--- src/tds_pkg.sv ---
package tds_pkg;
    // Depth and width of the shifted-bit record buffer
    localparam int TDS_FIFO_DEPTH = 8;
    localparam int TDS_FIFO_WIDTH = 1;
    // Value taken by the bypass stage in Capture-DR
    localparam logic TDS_CAPTURE_VAL = 1'h0;
    // Reset values
    localparam logic TDS_RST_BIT = 1'h0;
    localparam logic [1:0] TDS_SYNC_RST = 2'h0;

    typedef enum logic [3:0] {
        TDS_TLR, TDS_RTI, TDS_SEL_DR, TDS_CAP_DR, TDS_SHIFT_DR, TDS_EXIT1_DR,
        TDS_PAUSE_DR, TDS_EXIT2_DR, TDS_UPD_DR, TDS_SEL_IR, TDS_CAP_IR,
        TDS_SHIFT_IR, TDS_EXIT1_IR, TDS_PAUSE_IR, TDS_EXIT2_IR, TDS_UPD_IR
    } tds_state_t;

    // IEEE 1149.1 next-state function
    function automatic tds_state_t tds_next(input tds_state_t s, input logic tms);
        tds_state_t n;
        n = s;
        unique case (s)
            TDS_TLR: n = tms ? TDS_TLR : TDS_RTI;
            TDS_RTI: n = tms ? TDS_SEL_DR : TDS_RTI;
            TDS_SEL_DR: n = tms ? TDS_SEL_IR : TDS_CAP_DR;
            TDS_CAP_DR: n = tms ? TDS_EXIT1_DR : TDS_SHIFT_DR;
            TDS_SHIFT_DR: n = tms ? TDS_EXIT1_DR : TDS_SHIFT_DR;
            TDS_EXIT1_DR: n = tms ? TDS_UPD_DR : TDS_PAUSE_DR;
            TDS_PAUSE_DR: n = tms ? TDS_EXIT2_DR : TDS_PAUSE_DR;
            TDS_EXIT2_DR: n = tms ? TDS_UPD_DR : TDS_SHIFT_DR;
            TDS_UPD_DR: n = tms ? TDS_SEL_DR : TDS_RTI;
            TDS_SEL_IR: n = tms ? TDS_TLR : TDS_CAP_IR;
            TDS_CAP_IR: n = tms ? TDS_EXIT1_IR : TDS_SHIFT_IR;
            TDS_SHIFT_IR: n = tms ? TDS_EXIT1_IR : TDS_SHIFT_IR;
            TDS_EXIT1_IR: n = tms ? TDS_UPD_IR : TDS_PAUSE_IR;
            TDS_PAUSE_IR: n = tms ? TDS_EXIT2_IR : TDS_PAUSE_IR;
            TDS_EXIT2_IR: n = tms ? TDS_UPD_IR : TDS_SHIFT_IR;
            TDS_UPD_IR: n = tms ? TDS_SEL_DR : TDS_RTI;
        endcase
        return n;
    endfunction
endpackage

--- src/tds_top.sv ---
`timescale 1ns/10ps
`default_nettype none
module tds_top
    import tds_pkg::*;
(
    input wire logic ref_clk, // 100 MHz system clock
    input wire logic nrst, // Async reset, active low
    input wire logic tck, // Test clock pin
    input wire logic tms, // Test mode select pin
    input wire logic tdi, // Test data in pin
    output logic tdo_o, // Test data out value
    output logic tdo_oe, // Test data out enable
    output logic upd_q_o, // Parallel update stage
    output logic tlr_o, // Controller in Test-Logic-Reset
    output logic rec_valid, // Shifted-in bit available
    input wire logic rec_ready, // Consumer takes bit
    output logic rec_data // Shifted-in bit
);
    logic [1:0] tck_s_q, tms_s_q, tdi_s_q;
    logic tck_prev_q;
    logic rise, fall;
    tds_state_t st_q, st_d;
    logic byp_q, byp_d;
    logic tdo_q, tdo_d, oe_q, oe_d, upd_q, upd_d, tlr_q, tlr_d;
    logic val_q, val_d, dat_q, dat_d;
    logic fin_valid, fin_ready, fout_valid, fout_data;

    // Pins cross into ref_clk via two flops
    always_ff @(posedge ref_clk or negedge nrst) begin
        if (!nrst) begin
            tck_s_q <= TDS_SYNC_RST;
            tms_s_q <= TDS_SYNC_RST;
            tdi_s_q <= TDS_SYNC_RST;
            tck_prev_q <= TDS_RST_BIT;
        end else begin
            tck_s_q <= {tck_s_q[0], tck};
            tms_s_q <= {tms_s_q[0], tms};
            tdi_s_q <= {tdi_s_q[0], tdi};
            tck_prev_q <= tck_s_q[1];
        end
    end

    assign rise = tck_s_q[1] && !tck_prev_q;
    assign fall = !tck_s_q[1] && tck_prev_q;

    // Rising edge work: state, capture, shift
    always_comb begin
        st_d = st_q;
        byp_d = byp_q;
        if (rise) begin
            st_d = tds_next(st_q, tms_s_q[1]);
            if (st_q == TDS_CAP_DR) begin
                byp_d = TDS_CAPTURE_VAL;
            end else if (st_q == TDS_SHIFT_DR) begin
                byp_d = tdi_s_q[1];
            end
        end
    end

    // Falling edge work: every pin-level output moves here
    always_comb begin
        tdo_d = tdo_q;
        oe_d = oe_q;
        upd_d = upd_q;
        tlr_d = tlr_q;
        if (fall) begin
            oe_d = (st_q == TDS_SHIFT_DR);
            tdo_d = byp_q;
            tlr_d = (st_q == TDS_TLR);
            if (st_q == TDS_UPD_DR) begin
                upd_d = byp_q;
            end
        end
    end

    // Shifted bits go to the record FIFO; stall holds one bit until the next shifted bit overwrites it
    always_comb begin
        val_d = val_q;
        dat_d = dat_q;
        if (val_q && fin_ready) begin
            val_d = 1'b0;
        end
        if (rise && st_q == TDS_SHIFT_DR) begin
            val_d = 1'b1;
            dat_d = tdi_s_q[1];
        end
    end
    assign fin_valid = val_q;

    always_ff @(posedge ref_clk or negedge nrst) begin
        if (!nrst) begin
            st_q <= TDS_TLR;
            byp_q <= TDS_RST_BIT;
            tdo_q <= TDS_RST_BIT;
            oe_q <= TDS_RST_BIT;
            upd_q <= TDS_RST_BIT;
            tlr_q <= 1'b1;
            val_q <= TDS_RST_BIT;
            dat_q <= TDS_RST_BIT;
        end else begin
            st_q <= st_d;
            byp_q <= byp_d;
            tdo_q <= tdo_d;
            oe_q <= oe_d;
            upd_q <= upd_d;
            tlr_q <= tlr_d;
            val_q <= val_d;
            dat_q <= dat_d;
        end
    end

    // Output buffer stage so rec_* come from flops
    logic rv_q, rv_d, rd_q, rd_d;
    always_comb begin
        rv_d = rv_q;
        rd_d = rd_q;
        if (!rv_q || rec_ready) begin
            rv_d = fout_valid;
            rd_d = fout_data;
        end
    end
    always_ff @(posedge ref_clk or negedge nrst) begin
        if (!nrst) begin
            rv_q <= TDS_RST_BIT;
            rd_q <= TDS_RST_BIT;
        end else begin
            rv_q <= rv_d;
            rd_q <= rd_d;
        end
    end

    tds_fifo #(.WIDTH(TDS_FIFO_WIDTH), .DEPTH(TDS_FIFO_DEPTH)) u_fifo (
        .clk(ref_clk),
        .rst_n(nrst),
        .in_valid(fin_valid),
        .in_ready(fin_ready),
        .in_data(dat_q),
        .out_valid(fout_valid),
        .out_ready(!rv_q || rec_ready),
        .out_data(fout_data)
    );

    assign tdo_o = tdo_q;
    assign tdo_oe = oe_q;
    assign upd_q_o = upd_q;
    assign tlr_o = tlr_q;
    assign rec_valid = rv_q;
    assign rec_data = rd_q;
endmodule
`default_nettype wire

--- src/tds_fifo.sv ---
`timescale 1ns/10ps
`default_nettype none
module tds_fifo #(
    parameter int WIDTH = 1,
    parameter int DEPTH = 8
) (
    input wire logic clk, // Clock
    input wire logic rst_n, // Async reset
    input wire logic in_valid, // Write request
    output logic in_ready, // Not full
    input wire logic [WIDTH-1:0] in_data, // Write data
    output logic out_valid, // Not empty
    input wire logic out_ready, // Read accept
    output logic [WIDTH-1:0] out_data // Head word
);
    localparam int AW = $clog2(DEPTH);
    logic [WIDTH-1:0] mem_q [DEPTH];
    logic [AW:0] wp_q, wp_d, rp_q, rp_d;
    logic push, pop;

    assign in_ready = (wp_q[AW] == rp_q[AW]) || (wp_q[AW-1:0] != rp_q[AW-1:0]);
    assign out_valid = wp_q != rp_q;
    assign out_data = mem_q[rp_q[AW-1:0]];
    assign push = in_valid && in_ready;
    assign pop = out_valid && out_ready;

    always_comb begin
        wp_d = wp_q + (AW+1)'(push);
        rp_d = rp_q + (AW+1)'(pop);
    end

    always_ff @(posedge clk or negedge rst_n) begin
        if (!rst_n) begin
            wp_q <= '0;
            rp_q <= '0;
        end else begin
            wp_q <= wp_d;
            rp_q <= rp_d;
        end
    end

    // Storage has no reset; only the pointers define contents
    always_ff @(posedge clk) begin
        if (push) begin
            mem_q[wp_q[AW-1:0]] <= in_data;
        end
    end
endmodule
`default_nettype wire

--- config.mk ---
export PLATFORM = sky130hd
export DESIGN_NAME = tds_top
export DESIGN_NICKNAME = d
export VERILOG_FILES = /design/src/tds_pkg.sv /design/src/tds_top.sv /design/src/tds_fifo.sv
export SDC_FILE = /design/constraint.sdc
export NUM_CORES = 1
export LEC_CHECK = 0
export ABC_AREA = 1
export BUFFER_PORTS_ARGS = -buffer_cell sky130_fd_sc_hd__buf_2
export CAP_MARGIN = 20
export CORE_MARGIN = 5
export CORE_UTILIZATION = 58
export CTS_BUF_LIST = sky130_fd_sc_hd__clkbuf_8
export DETAILED_ROUTE_END_ITERATION = 12
export PLACE_DENSITY = 0.88
export SETUP_SLACK_MARGIN = 0.2
export SYNTH_ARGS = -nofsm -noshare
export SYNTH_HDL_FRONTEND = slang
export SYNTH_HIERARCHICAL = 1
export SYNTH_SLANG_ARGS = --single-unit
--- constraint.sdc ---
create_clock -name ref_clk -period 1.7 [get_ports ref_clk]
set_input_delay 0.17 -clock ref_clk [delete_from_list [all_inputs] [get_ports ref_clk]]
set_output_delay 0.17 -clock ref_clk [all_outputs]
set_load 0.03 [all_outputs]
==> results of run 1 <==
==> flip-flops by register name, indices dropped and copies added (netlist names) <==
register      flops
upd_q_o           1
tck_prev_q        1
u_fifo/wp_q       4
u_fifo/rp_q       4
tdo_oe            1
tlr_o             1
fin_valid         1
rec_valid         1
tck_s_q           2
tdi_s_q           2
rec_data          1
u_fifo/mem_q      8
byp_q             1
tdo_o             1
dat_q             1
st_q              4
tms_s_q           2
==> power by group through the flow <==
stage / Sequential, W / Combinational [W] / Clock (W)
floorplan: 0.00142 / 0.000813 / 0
global placement: 0.00139 / 0.00109 / 0
detailed placement: 0.00140 / 0.00112 / 0
CTS: 0.00136 / 0.00133 / 0.000661
global route: 0.00141 / 0.00181 / 0.000705
finish: 0.00138 / 0.00162 / 0.000648
==> worst max-delay path, delay by kind of cell (launching register included) <==
kind	cells	cell delay, ps
AOI/OAI and AO/OA	1	80
xor gates and xnor gates	2	390
adders and majority gates	2	370
DFF	1	410
and+or+nand+nor	2	200
==> logic make-up (layout without fill, tap and decap cells) <==
family / after synthesis / after routing
simple gates: 103 / 103
flops: 36 / 36
buf+inv: 30 / 70
mux: 1 / 1
compound gates: 24 / 24
fa+ha+maj: 4 / 4
xor+xnor: 5 / 5
==> per-stage QoR <==
stage | util, % | hold WS [ps] | power, W | cell area (um2) | setup WS [ps]
after detailed placement | 62.9 | 224 | 0.00252 | 1870 | 74.1
after floorplan | - | -126 | 0.00224 | 1780 | 187
after global placement | 62.9 | 216 | 0.00247 | 1870 | 133
after CTS | 70.3 | 184 | 0.00335 | 2090 | 201
after global routing | 74.3 | 199 | 0.00392 | 2210 | 94.8
final | 74.3 | 177 | 0.00364 | 2210 | 133
==> timing repair <==
action / 4_1_cts / 5_1_grt
pin swaps: 3 / 9
gates resized for setup: 3 / 19
endpoints found under the hold margin: 30 / 0
setup endpoints to repair: 6 / 10
buffers inserted: 10 / 6
hold buffers: 4 / 0
==> cells in the mapped netlist, drive strengths merged <==
master	number
edfxtp	8
o22ai	2
a21oi	2
ha	4
nand3	16
dfstp	1
xor2	4
mux2	1
inv	27
dfrtp	27
buf	3
nand4	2
nand2	54
nor2	30
nor4	1
xnor2	1
a21boi	1
o21ai	18
a31oi	1
==> layout make-up <==
type | instances | area, um2
Clock buffer | 7 | 96.3
Clock inverter | 1 | 3.75
Fill cell | 184 | 764
Inverter | 27 | 101
Multi-Input combinational cell | 137 | 774
Sequential cell | 36 | 947
Tap cell | 33 | 41.3
Timing Repair Buffer | 35 | 249
==> metal layers <==
metal	up-vias	share of wire [%]	GRT usage, %
li1	723	-	-
met1	699	41	26.4
met2	78	47	32.6
met3	16	8.4	7.18
met4	0	3.2	11.7
met5	-	0	0
==> worst paths after layout <==
path / cells past startpoint / endpoint
min in group asynchronous: 2 / st_q[3]
max reg2reg: 7 / u_fifo/rp_q[2]
max in group asynchronous: 2 / u_fifo/wp_q[0]
min: 4 / rec_valid
max: 7 / u_fifo/rp_q[2]
min reg2reg: 0 / tdi_s_q[1]
==> flow_metrics.tcl, run 1 <==
set metrics [dict create \
    setup_viol 0 \
    core_area_mm2 0.00298 \
    place_inst 248 \
    grt_overflow 0 \
    clock_latency_ps 290 \
    dieArea_mm2 0.00424 \
    synth_top_family_by_area "simple AND/OR/NAND/NOR gates" \
    vias 1516 \
    mostFrequentLayoutCells "46 x nand2_1, 23 x dfrtp_1, 21 x inv_1, 21 x nor2_1, 19 x buf_4" \
    fin_cells 276 \
    avgRoutedWirePerCell_um 14.7 \
    tightest_slew_ps 609 \
    drive_above_1_share_pct 31.3 \
    rrSetupSlack_ps 130 \
    die_y_um 65.1 \
    relSlewSlack_pct 59.4 \
    ant_nets 0 \
    ys_warn_count 6 \
    synth_adder_area_share_pct 2.84 \
    p_leak_nw 1.05 \
    synth.top_cell.area_share_pct 38.3 \
    grt_util_all_layers_pct 21.2 \
    vdd_drop_max_mv 0.818 \
    p_sw_share_pct 40.9 \
    synth.mux.area_fraction_pct 0.639 \
    combPwrFrac_pct 44.5 \
    layout_commonest_cell "nand2_1" \
    finClkSkew_ps 7.35 \
    period_share_pct 92.2 \
    cpMaxStageDelayCell "dfrtp_1" \
    grt_pass1_vias 1476 \
    min_path_type "in2reg" \
    hold_viol_final 0 \
    ys_seq_area_share_pct 53.4 \
    drt-initial-drc-count 113 \
    hold_path_startpoint "rec_ready" \
    clock-sinks 36 \
    endpoint_kind "flop" \
    rsz0062_at_grt "true" \
    crit_fanout 2 \
    p_sw_w 0.00149 \
    root_buffer "clkbuf_8" \
    syn_area_mm2 0.00176 \
    die_w_um 65.1 \
    pwr-share-seq_pct 37.7 \
    clk_pin_slew_ps 70 \
    rows 20 \
    synth_compound_area_share_pct 7.38 \
    start_util_pct 59.2 \
    portBuffers 11 \
    drt-total-wl_um 4070 \
    grt_pass1_wl_um 6630 \
    status "finished, final reports clean" \
    avgSynthCellArea_um2 8.68 \
    ioPinCount 12 \
    synth_xor_area_share_pct 2.48 \
    finalSetupTns_ps 0 \
    critPathArrivalTime_ps 1750 \
    critPathKind "reg2reg" \
    antennaDiodeCount 0 \
    p_int_w 0.00215 \
    p_per_area_mw_per_mm2 1650 \
    h-tree-depth 2 \
    cts_tree "built" \
    ys_ff_latch 36 \
    synth_cells 203 \
    maxCapViolCount 0 \
    fin_nets 252 \
    pwr-share-clk_pct 17.8 \
    grt_max_degree 29 \
    yosysUniqueCellTypes 27 \
    via_per_inst 5.49 \
    synth_top_cells_by_area "dfrtp_1 38%, edfxtp_1 14%, nand2_1 11%, nor2_1 5.3%, inv_1 5.1%" \
    cts_inserted_buffers 5 \
    synth_top_cell_by_area "dfrtp_1" \
    cp.required_ps 1880 \
    r2r_start "u_fifo/wp_q[2]" \
    clockBufferDepth 2 \
    antenna_found_initial 0 \
    cp-start-kind "flop" \
    drv_slew 0 \
    yosys.area_share.simple_pct 25.6 \
    gp_congestion 0.911 \
    cp_slowest_stage_delay_ps 410 \
    max_freq_mhz 638 \
    critPathLaunch "u_fifo/wp_q[2]" \
    place_hpwl_um 2340 \
    area_growth_pct 25.5 \
    drcViolationCount 0 \
    drt_pass1_iterations 4 \
    min_period_ps 1570 \
    syn_nets 213 \
    cp_cell_sequence "xnor2_2, nand2_2, nor2_2, a21boi_1, ha_2, ha_4, xor2_1" \
]
Power figures use the tool's default switching activity.
==> run 2, diff against run 1 <==
Settings changed: ABC_AREA 1 to unset, REMOVE_ABC_BUFFERS set to 1.
==> run 2 against run 1 <==
- die area fell by 1.1%
- routed wire length fell by 5.8%
- synthesized cell count fell by 31%
- clock skew rose by 2.3 ps
- via count fell by 18%
- cell area fell by 2.4%
- clock power barely moved
- largest cell class unchanged
- largest power group unchanged
==> flow_metrics.tcl, run 2 <==
set metrics [dict create \
    ioPinCount 12 \
    cpMaxStageDelayCell "dfrtp_2" \
    grt_pass1_wl_um 6200 \
    die_y_um 64.8 \
    root_buffer "clkbuf_8" \
    cp_cell_sequence "xnor2_4, buf_6, nand4b_4, and2_4, ha_4, ha_4, xor2_1" \
    drt_pass1_iterations 4 \
    ys_ff_latch 36 \
    cts_tree "built" \
    fin_nets 178 \
    p_leak_nw 0.949 \
    max_freq_mhz 599 \
    dpl_cell_area_mm2 0.00182 \
    grt_util_all_layers_pct 19.8 \
    drt-initial-drc-count 158 \
    critPathLaunch "u_fifo/rp_q[0]" \
    start_util_pct 62.0 \
    r2r_start "u_fifo/rp_q[0]" \
    grt_pass1_vias 1236 \
    drive_above_1_share_pct 39.1 \
    async_reset_ff_share_pct 77.8 \
    cp_common_cell "ha_4" \
    p_per_area_mw_per_mm2 1790 \
    crit_fanout 4 \
    rows 19 \
    clock_latency_ps 280 \
    period_share_pct 98.2 \
    drv_slew 0 \
    clockBufferDepth 2 \
    rrSetupSlack_ps 30 \
    min_path_type "in2reg" \
    finClkSkew_ps 9.64 \
    avgSynthCellArea_um2 12.4 \
    gp_congestion 0.766 \
    min_period_ps 1670 \
    tightest_slew_ps 589 \
    largest_reg_flops 8 \
    synth_edf_count 8 \
    hold_slack_ps 215 \
    via_per_inst 6.19 \
    die_w_um 64.8 \
    area_growth_pct 24.2 \
    critPathKind "reg2reg" \
    ys_seq_area_share_pct 54.2 \
    ys_warn_count 6 \
    vias 1237 \
    dieArea_mm2 0.00419 \
    synth_common_cells "27 x dfrtp_1, 8 x edfxtp_1, 7 x a21oi_1, 7 x and3_1" \
    core_area_mm2 0.00281 \
    clock-sinks 36 \
    endpoint_kind "flop" \
    critPathArrivalTime_ps 1830 \
    drcViolationCount 0 \
    relSlewSlack_pct 60.7 \
    clk_pin_slew_ps 70 \
    avgRoutedWirePerCell_um 19.2 \
    synth.top_cell.area_share_pct 38.8 \
    antennaDiodeCount 0 \
    hold_viol_final 0 \
    p_total_w 0.00387 \
    synth_top_cell_by_area "dfrtp_1" \
    ant_nets 0 \
    rsz0062_at_grt "true" \
    setup_viol 0 \
    synth_ff_type "dfrtp_1" \
    fillerInstances 147 \
    synth_top_cells_by_area "dfrtp_1 39%, edfxtp_1 14%, mux4_1 3.0%, xnor2_1 3.0%, ha_1 2.9%" \
    yosysMostFrequentCell "dfrtp_1" \
    drt-total-wl_um 3830 \
    cts_inserted_buffers 5 \
    antenna_found_initial 0 \
    cp_slowest_stage_delay_ps 490 \
    layout_commonest_cell "dfrtp_1" \
    cp.required_ps 1860 \
    hold_path_startpoint "rec_ready" \
    syn_area_mm2 0.00174 \
    mostFrequentLayoutCells "23 x dfrtp_1, 12 x buf_2, 10 x buf_4, 8 x edfxtp_1" \
    h-tree-depth 2 \
    yosysUniqueCellTypes 46 \
    status "finished, final reports clean" \
    place_hpwl_um 2150 \
    final_util_pct 77.0 \
    portBuffers 11 \
    grt_max_degree 29 \
    synth_cells 140 \
    cp-start-kind "flop" \
    maxCapViolCount 0 \
    fin_area_mm2 0.00216 \
    vdd_drop_max_mv 0.942 \
    grt_overflow 0 \
]
-- run 2: changes by cell type after synthesis, moves of 5 or more --
cell,before,now
inv_1,24,5
o21ai_0,17,2
and3_1,0,7
nand3_1,16,6
nor2_1,25,4
a21oi_1,1,7
xnor2_1,1,6
nand2_1,51,6
-- run 2: kinds of logic (layout without fill, tap and decap cells) --
logic type      after synthesis  after routing  synth area share [%]
compound gates               23             23                  8.56
xor+xnor                      9              9                  4.53
fa+ha+maj                     4              4                  2.88
buf+inv                      12             41                  4.60
flops                        36             36                  54.2
mux                           6              6                  5.83
simple gates                 50             50                  19.4
-- run 2: cell type report --
cell class / count / area, um2 / area share, %
flip-flops and latches: 36 / 947 / 43.9
multi-input cells: 92 / 857 / 39.7
repair buffers: 28 / 198 / 9.15
clock buffers: 7 / 96.3 / 4.46
well taps: 31 / 38.8 / 1.80
inverters: 5 / 18.8 / 0.869
clock inverters: 1 / 3.75 / 0.174
-- run 2: final timing paths --
| kind | to | cells past startpoint |
|---|---|---|
| max | u_fifo/wp_q[2] | 7 |
| min | rec_valid | 3 |
| max reg2reg | u_fifo/wp_q[2] | 7 |
| min reg2reg | tms_s_q[1] | 0 |
| max in group asynchronous | u_fifo/wp_q[0] | 2 |
| min in group asynchronous | rec_data | 2 |
-- run 2: worst max-delay path, delay by kind of cell (launching register included) --
| kind | cells | cell delay [ps] |
|---|---|---|
| flip-flops | 1 | 490 |
| adder cells (fa/ha/maj) | 2 | 320 |
| buffers and inverters | 1 | 130 |
| XOR/XNOR | 2 | 320 |
| AND/OR/NAND/NOR | 2 | 280 |
-- run 2: report_power, final --
group / switching, W / internal (W) / total, W
combinational: 0.000847 / 0.000833 / 0.00168
sequential: 0.000378 / 0.00116 / 0.00154
clock: 0.000286 / 0.000364 / 0.000649
total: 0.00151 / 0.00236 / 0.00387
-- run 2: routing by layer --
layer	vias up	GRT usage, %	part of all wire (%)
li1	555	-	-
met1	612	24.3	41
met2	56	32.2	50
met3	14	5.70	6.2
met4	0	9.76	2.8
met5	-	0	0
-- run 2: per-stage QoR --
step	setup TNS [ps]	instances	setup WS, ps
finish	0	200	30.3
global route	-18.7	200	-18.7
CTS	0	196	105
detailed placement	0	182	30.0
global placement	0	182	108
floorplan	0	133	47.8
-- run 2: what timing repair did --
action / CTS / global route
endpoints found under the setup margin: 9 / 21
setup buffers: 2 / 3
endpoints found under the hold margin: 30 / 0
pin swaps: 5 / 8
resized for setup: 18 / 14
hold buffers: 4 / 0
gates cloned: 0 / 1
==> run 3, diff against run 2 <==
Settings changed: ABC_AREA set to 1, CORE_UTILIZATION 58 to 62, PLACE_DENSITY 0.88 to 0.92.
==> run 3 against run 2 <==
- count of clock-buffer cells in the layout is 1 lower
- hold slack improved by 19 ps
- clock power is 0.8% lower
- cell count increased by 37%
- register-to-register slack improved by 30 ps
- clock skew up 3.7 ps
- sequential cell count is the same
- critical endpoint unchanged
- via count increased by 46%
- critical path depth is 1 higher
- sequential share of layout area fell by 1.4 points
- sequential power decreased by 8%
==> flow_metrics.tcl, run 3 (synthesis gave the netlist of run 1 again) <==
set metrics [dict create \
    crit_fanout 2 \
    drt_pass1_iterations 6 \
    clk_pin_slew_ps 80 \
    start_util_pct 64.5 \
    period_share_pct 96.7 \
    drv_slew 0 \
    die_y_um 63.3 \
    clockBufferDepth 2 \
    pre_cts_slack_ps 10.8 \
    rsz0062_at_grt "true" \
    area_growth_pct 26.7 \
    portBuffers 11 \
    layout_commonest_cell "nand2_1" \
    finClkSkew_ps 13.3 \
    cp.required_ps 1880 \
    antennaDiodeCount 0 \
    dpl_cell_area_mm2 0.00188 \
    fin_nets 252 \
    fin_area_mm2 0.00223 \
    status "finished, final reports clean" \
    critPathArrivalTime_ps 1830 \
    cts_inserted_buffers 5 \
    setup_viol 0 \
    tightest_slew_ps 641 \
    core_area_mm2 0.00273 \
    root_buffer "clkbuf_8" \
    mostFrequentLayoutCells "49 x nand2_1, 22 x dfrtp_1, 21 x inv_1, 17 x buf_4" \
    grt_overflow 0 \
    grt_pass1_wl_um 7790 \
    p_total_w 0.00395 \
    place_inst 249 \
    grt_max_degree 29 \
    fin_cells 274 \
    maxCapViolCount 0 \
    hold_viol_final 0 \
    min_path_type "in2reg" \
    largest_reg_flops 8 \
    drcViolationCount 0 \
    avgRoutedWirePerCell_um 20.8 \
    h-tree-depth 2 \
    p_leak_nw 1.05 \
    finalWorstSetupSlack_ps 55.3 \
    grt_util_all_layers_pct 25.1 \
    relSlewSlack_pct 57.3 \
    clock_latency_ps 300 \
    via_per_inst 6.58 \
    rows 19 \
    endpoint_kind "flop" \
    antenna_found_initial 0 \
    gp_congestion 0.863 \
    drt-initial-drc-count 533 \
    die_w_um 63.3 \
    fillerInstances 130 \
    cts_tree "built" \
    vias 1804 \
    clock-sinks 36 \
    ant_nets 0 \
    hold_depth 4 \
    drive_above_1_share_pct 33.3 \
    dieArea_mm2 0.00401 \
    drt-total-wl_um 5700 \
    p_per_area_mw_per_mm2 1770 \
    ioPinCount 12 \
    hold_slack_ps 235 \
    r2r_cells 8 \
    cp-start-kind "flop" \
    critPathKind "reg2reg" \
    min_period_ps 1640 \
    place_hpwl_um 2410 \
    max_freq_mhz 608 \
    vdd_drop_max_mv 1.52 \
    grt_pass1_vias 1584 \
]
[run 3: cell count changes in the layout (fill, tap and decap cells not counted), sizes merged, moves of 3 or more]
cell	change
xnor2	-5
and2b	-3
and3	-7
mux2	-3
a21oi	-5
nor3b	-3
o211ai	-3
nor2	+25
nand2b	-4
nand2	+48
nand3	+9
buf	+7
inv	+22
o21ai	+12
[run 3: worst paths after layout]
kind,end,slack (ps),startpoint
worst max-delay path,u_fifo/wp_q[2],60,u_fifo/rp_q[2]
worst min-delay path,rec_valid,230,rec_ready
worst max register to register,u_fifo/wp_q[2],60,u_fifo/rp_q[2]
worst min register to register,tms_s_q[1],350,tms_s_q[0]
max in group asynchronous,st_q[3],790,nrst
min in group asynchronous,u_fifo/rp_q[2],440,nrst
[run 3: final cells by class]
type	count	area, um2	area share [%]
tap	31	38.8	1.74
inverter	27	101	4.54
clock inverter	2	11.3	0.504
sequential	36	948	42.5
multi-input combinational	137	795	35.6
timing repair buffer	35	256	11.5
clock buffer	6	82.6	3.70
[run 3: stage by stage]
stage                     setup TNS [ps]  util (%)
after detailed placement               0      68.6
after CTS                              0      77.7
final                                  0      81.7
after global routing               -9.42      81.7
after floorplan                        0         -
after global placement                 0      68.6
[run 3: metal layers]
layer / vias to the layer above / share of wire [%] / global-route usage [%]
met1: 817 / 36 / 31.5
li1: 723 / - / -
met5: - / 0 / 0
met3: 64 / 11 / 8.17
met2: 200 / 45 / 37.8
met4: 0 / 7.7 / 14.3
[run 3: critical path, cell delays in order, from the launching register on]
cell	delay (ps)
dfrtp_1	450
xnor2_2	210
buf_4	160
nand4_4	80
nand2_4	100
inv_2	40
ha_4	170
ha_4	170
xor2_2	150
[run 3: what timing repair did]
action / CTS / global route
hold buffers: 4 / 0
hold endpoints to repair: 30 / 0
resized for setup: 16 / 28
endpoints found under the setup margin: 6 / 15
pin swaps: 4 / 9
buffers inserted: 8 / 5
[run 3: power breakdown]
group	switching (W)	leakage [nW]	total [W]	internal, W
Clock	0.000321	0.0486	0.000644	0.000323
Sequential	0.000294	0.412	0.00142	0.00113
Combinational	0.00116	0.594	0.00188	0.000718
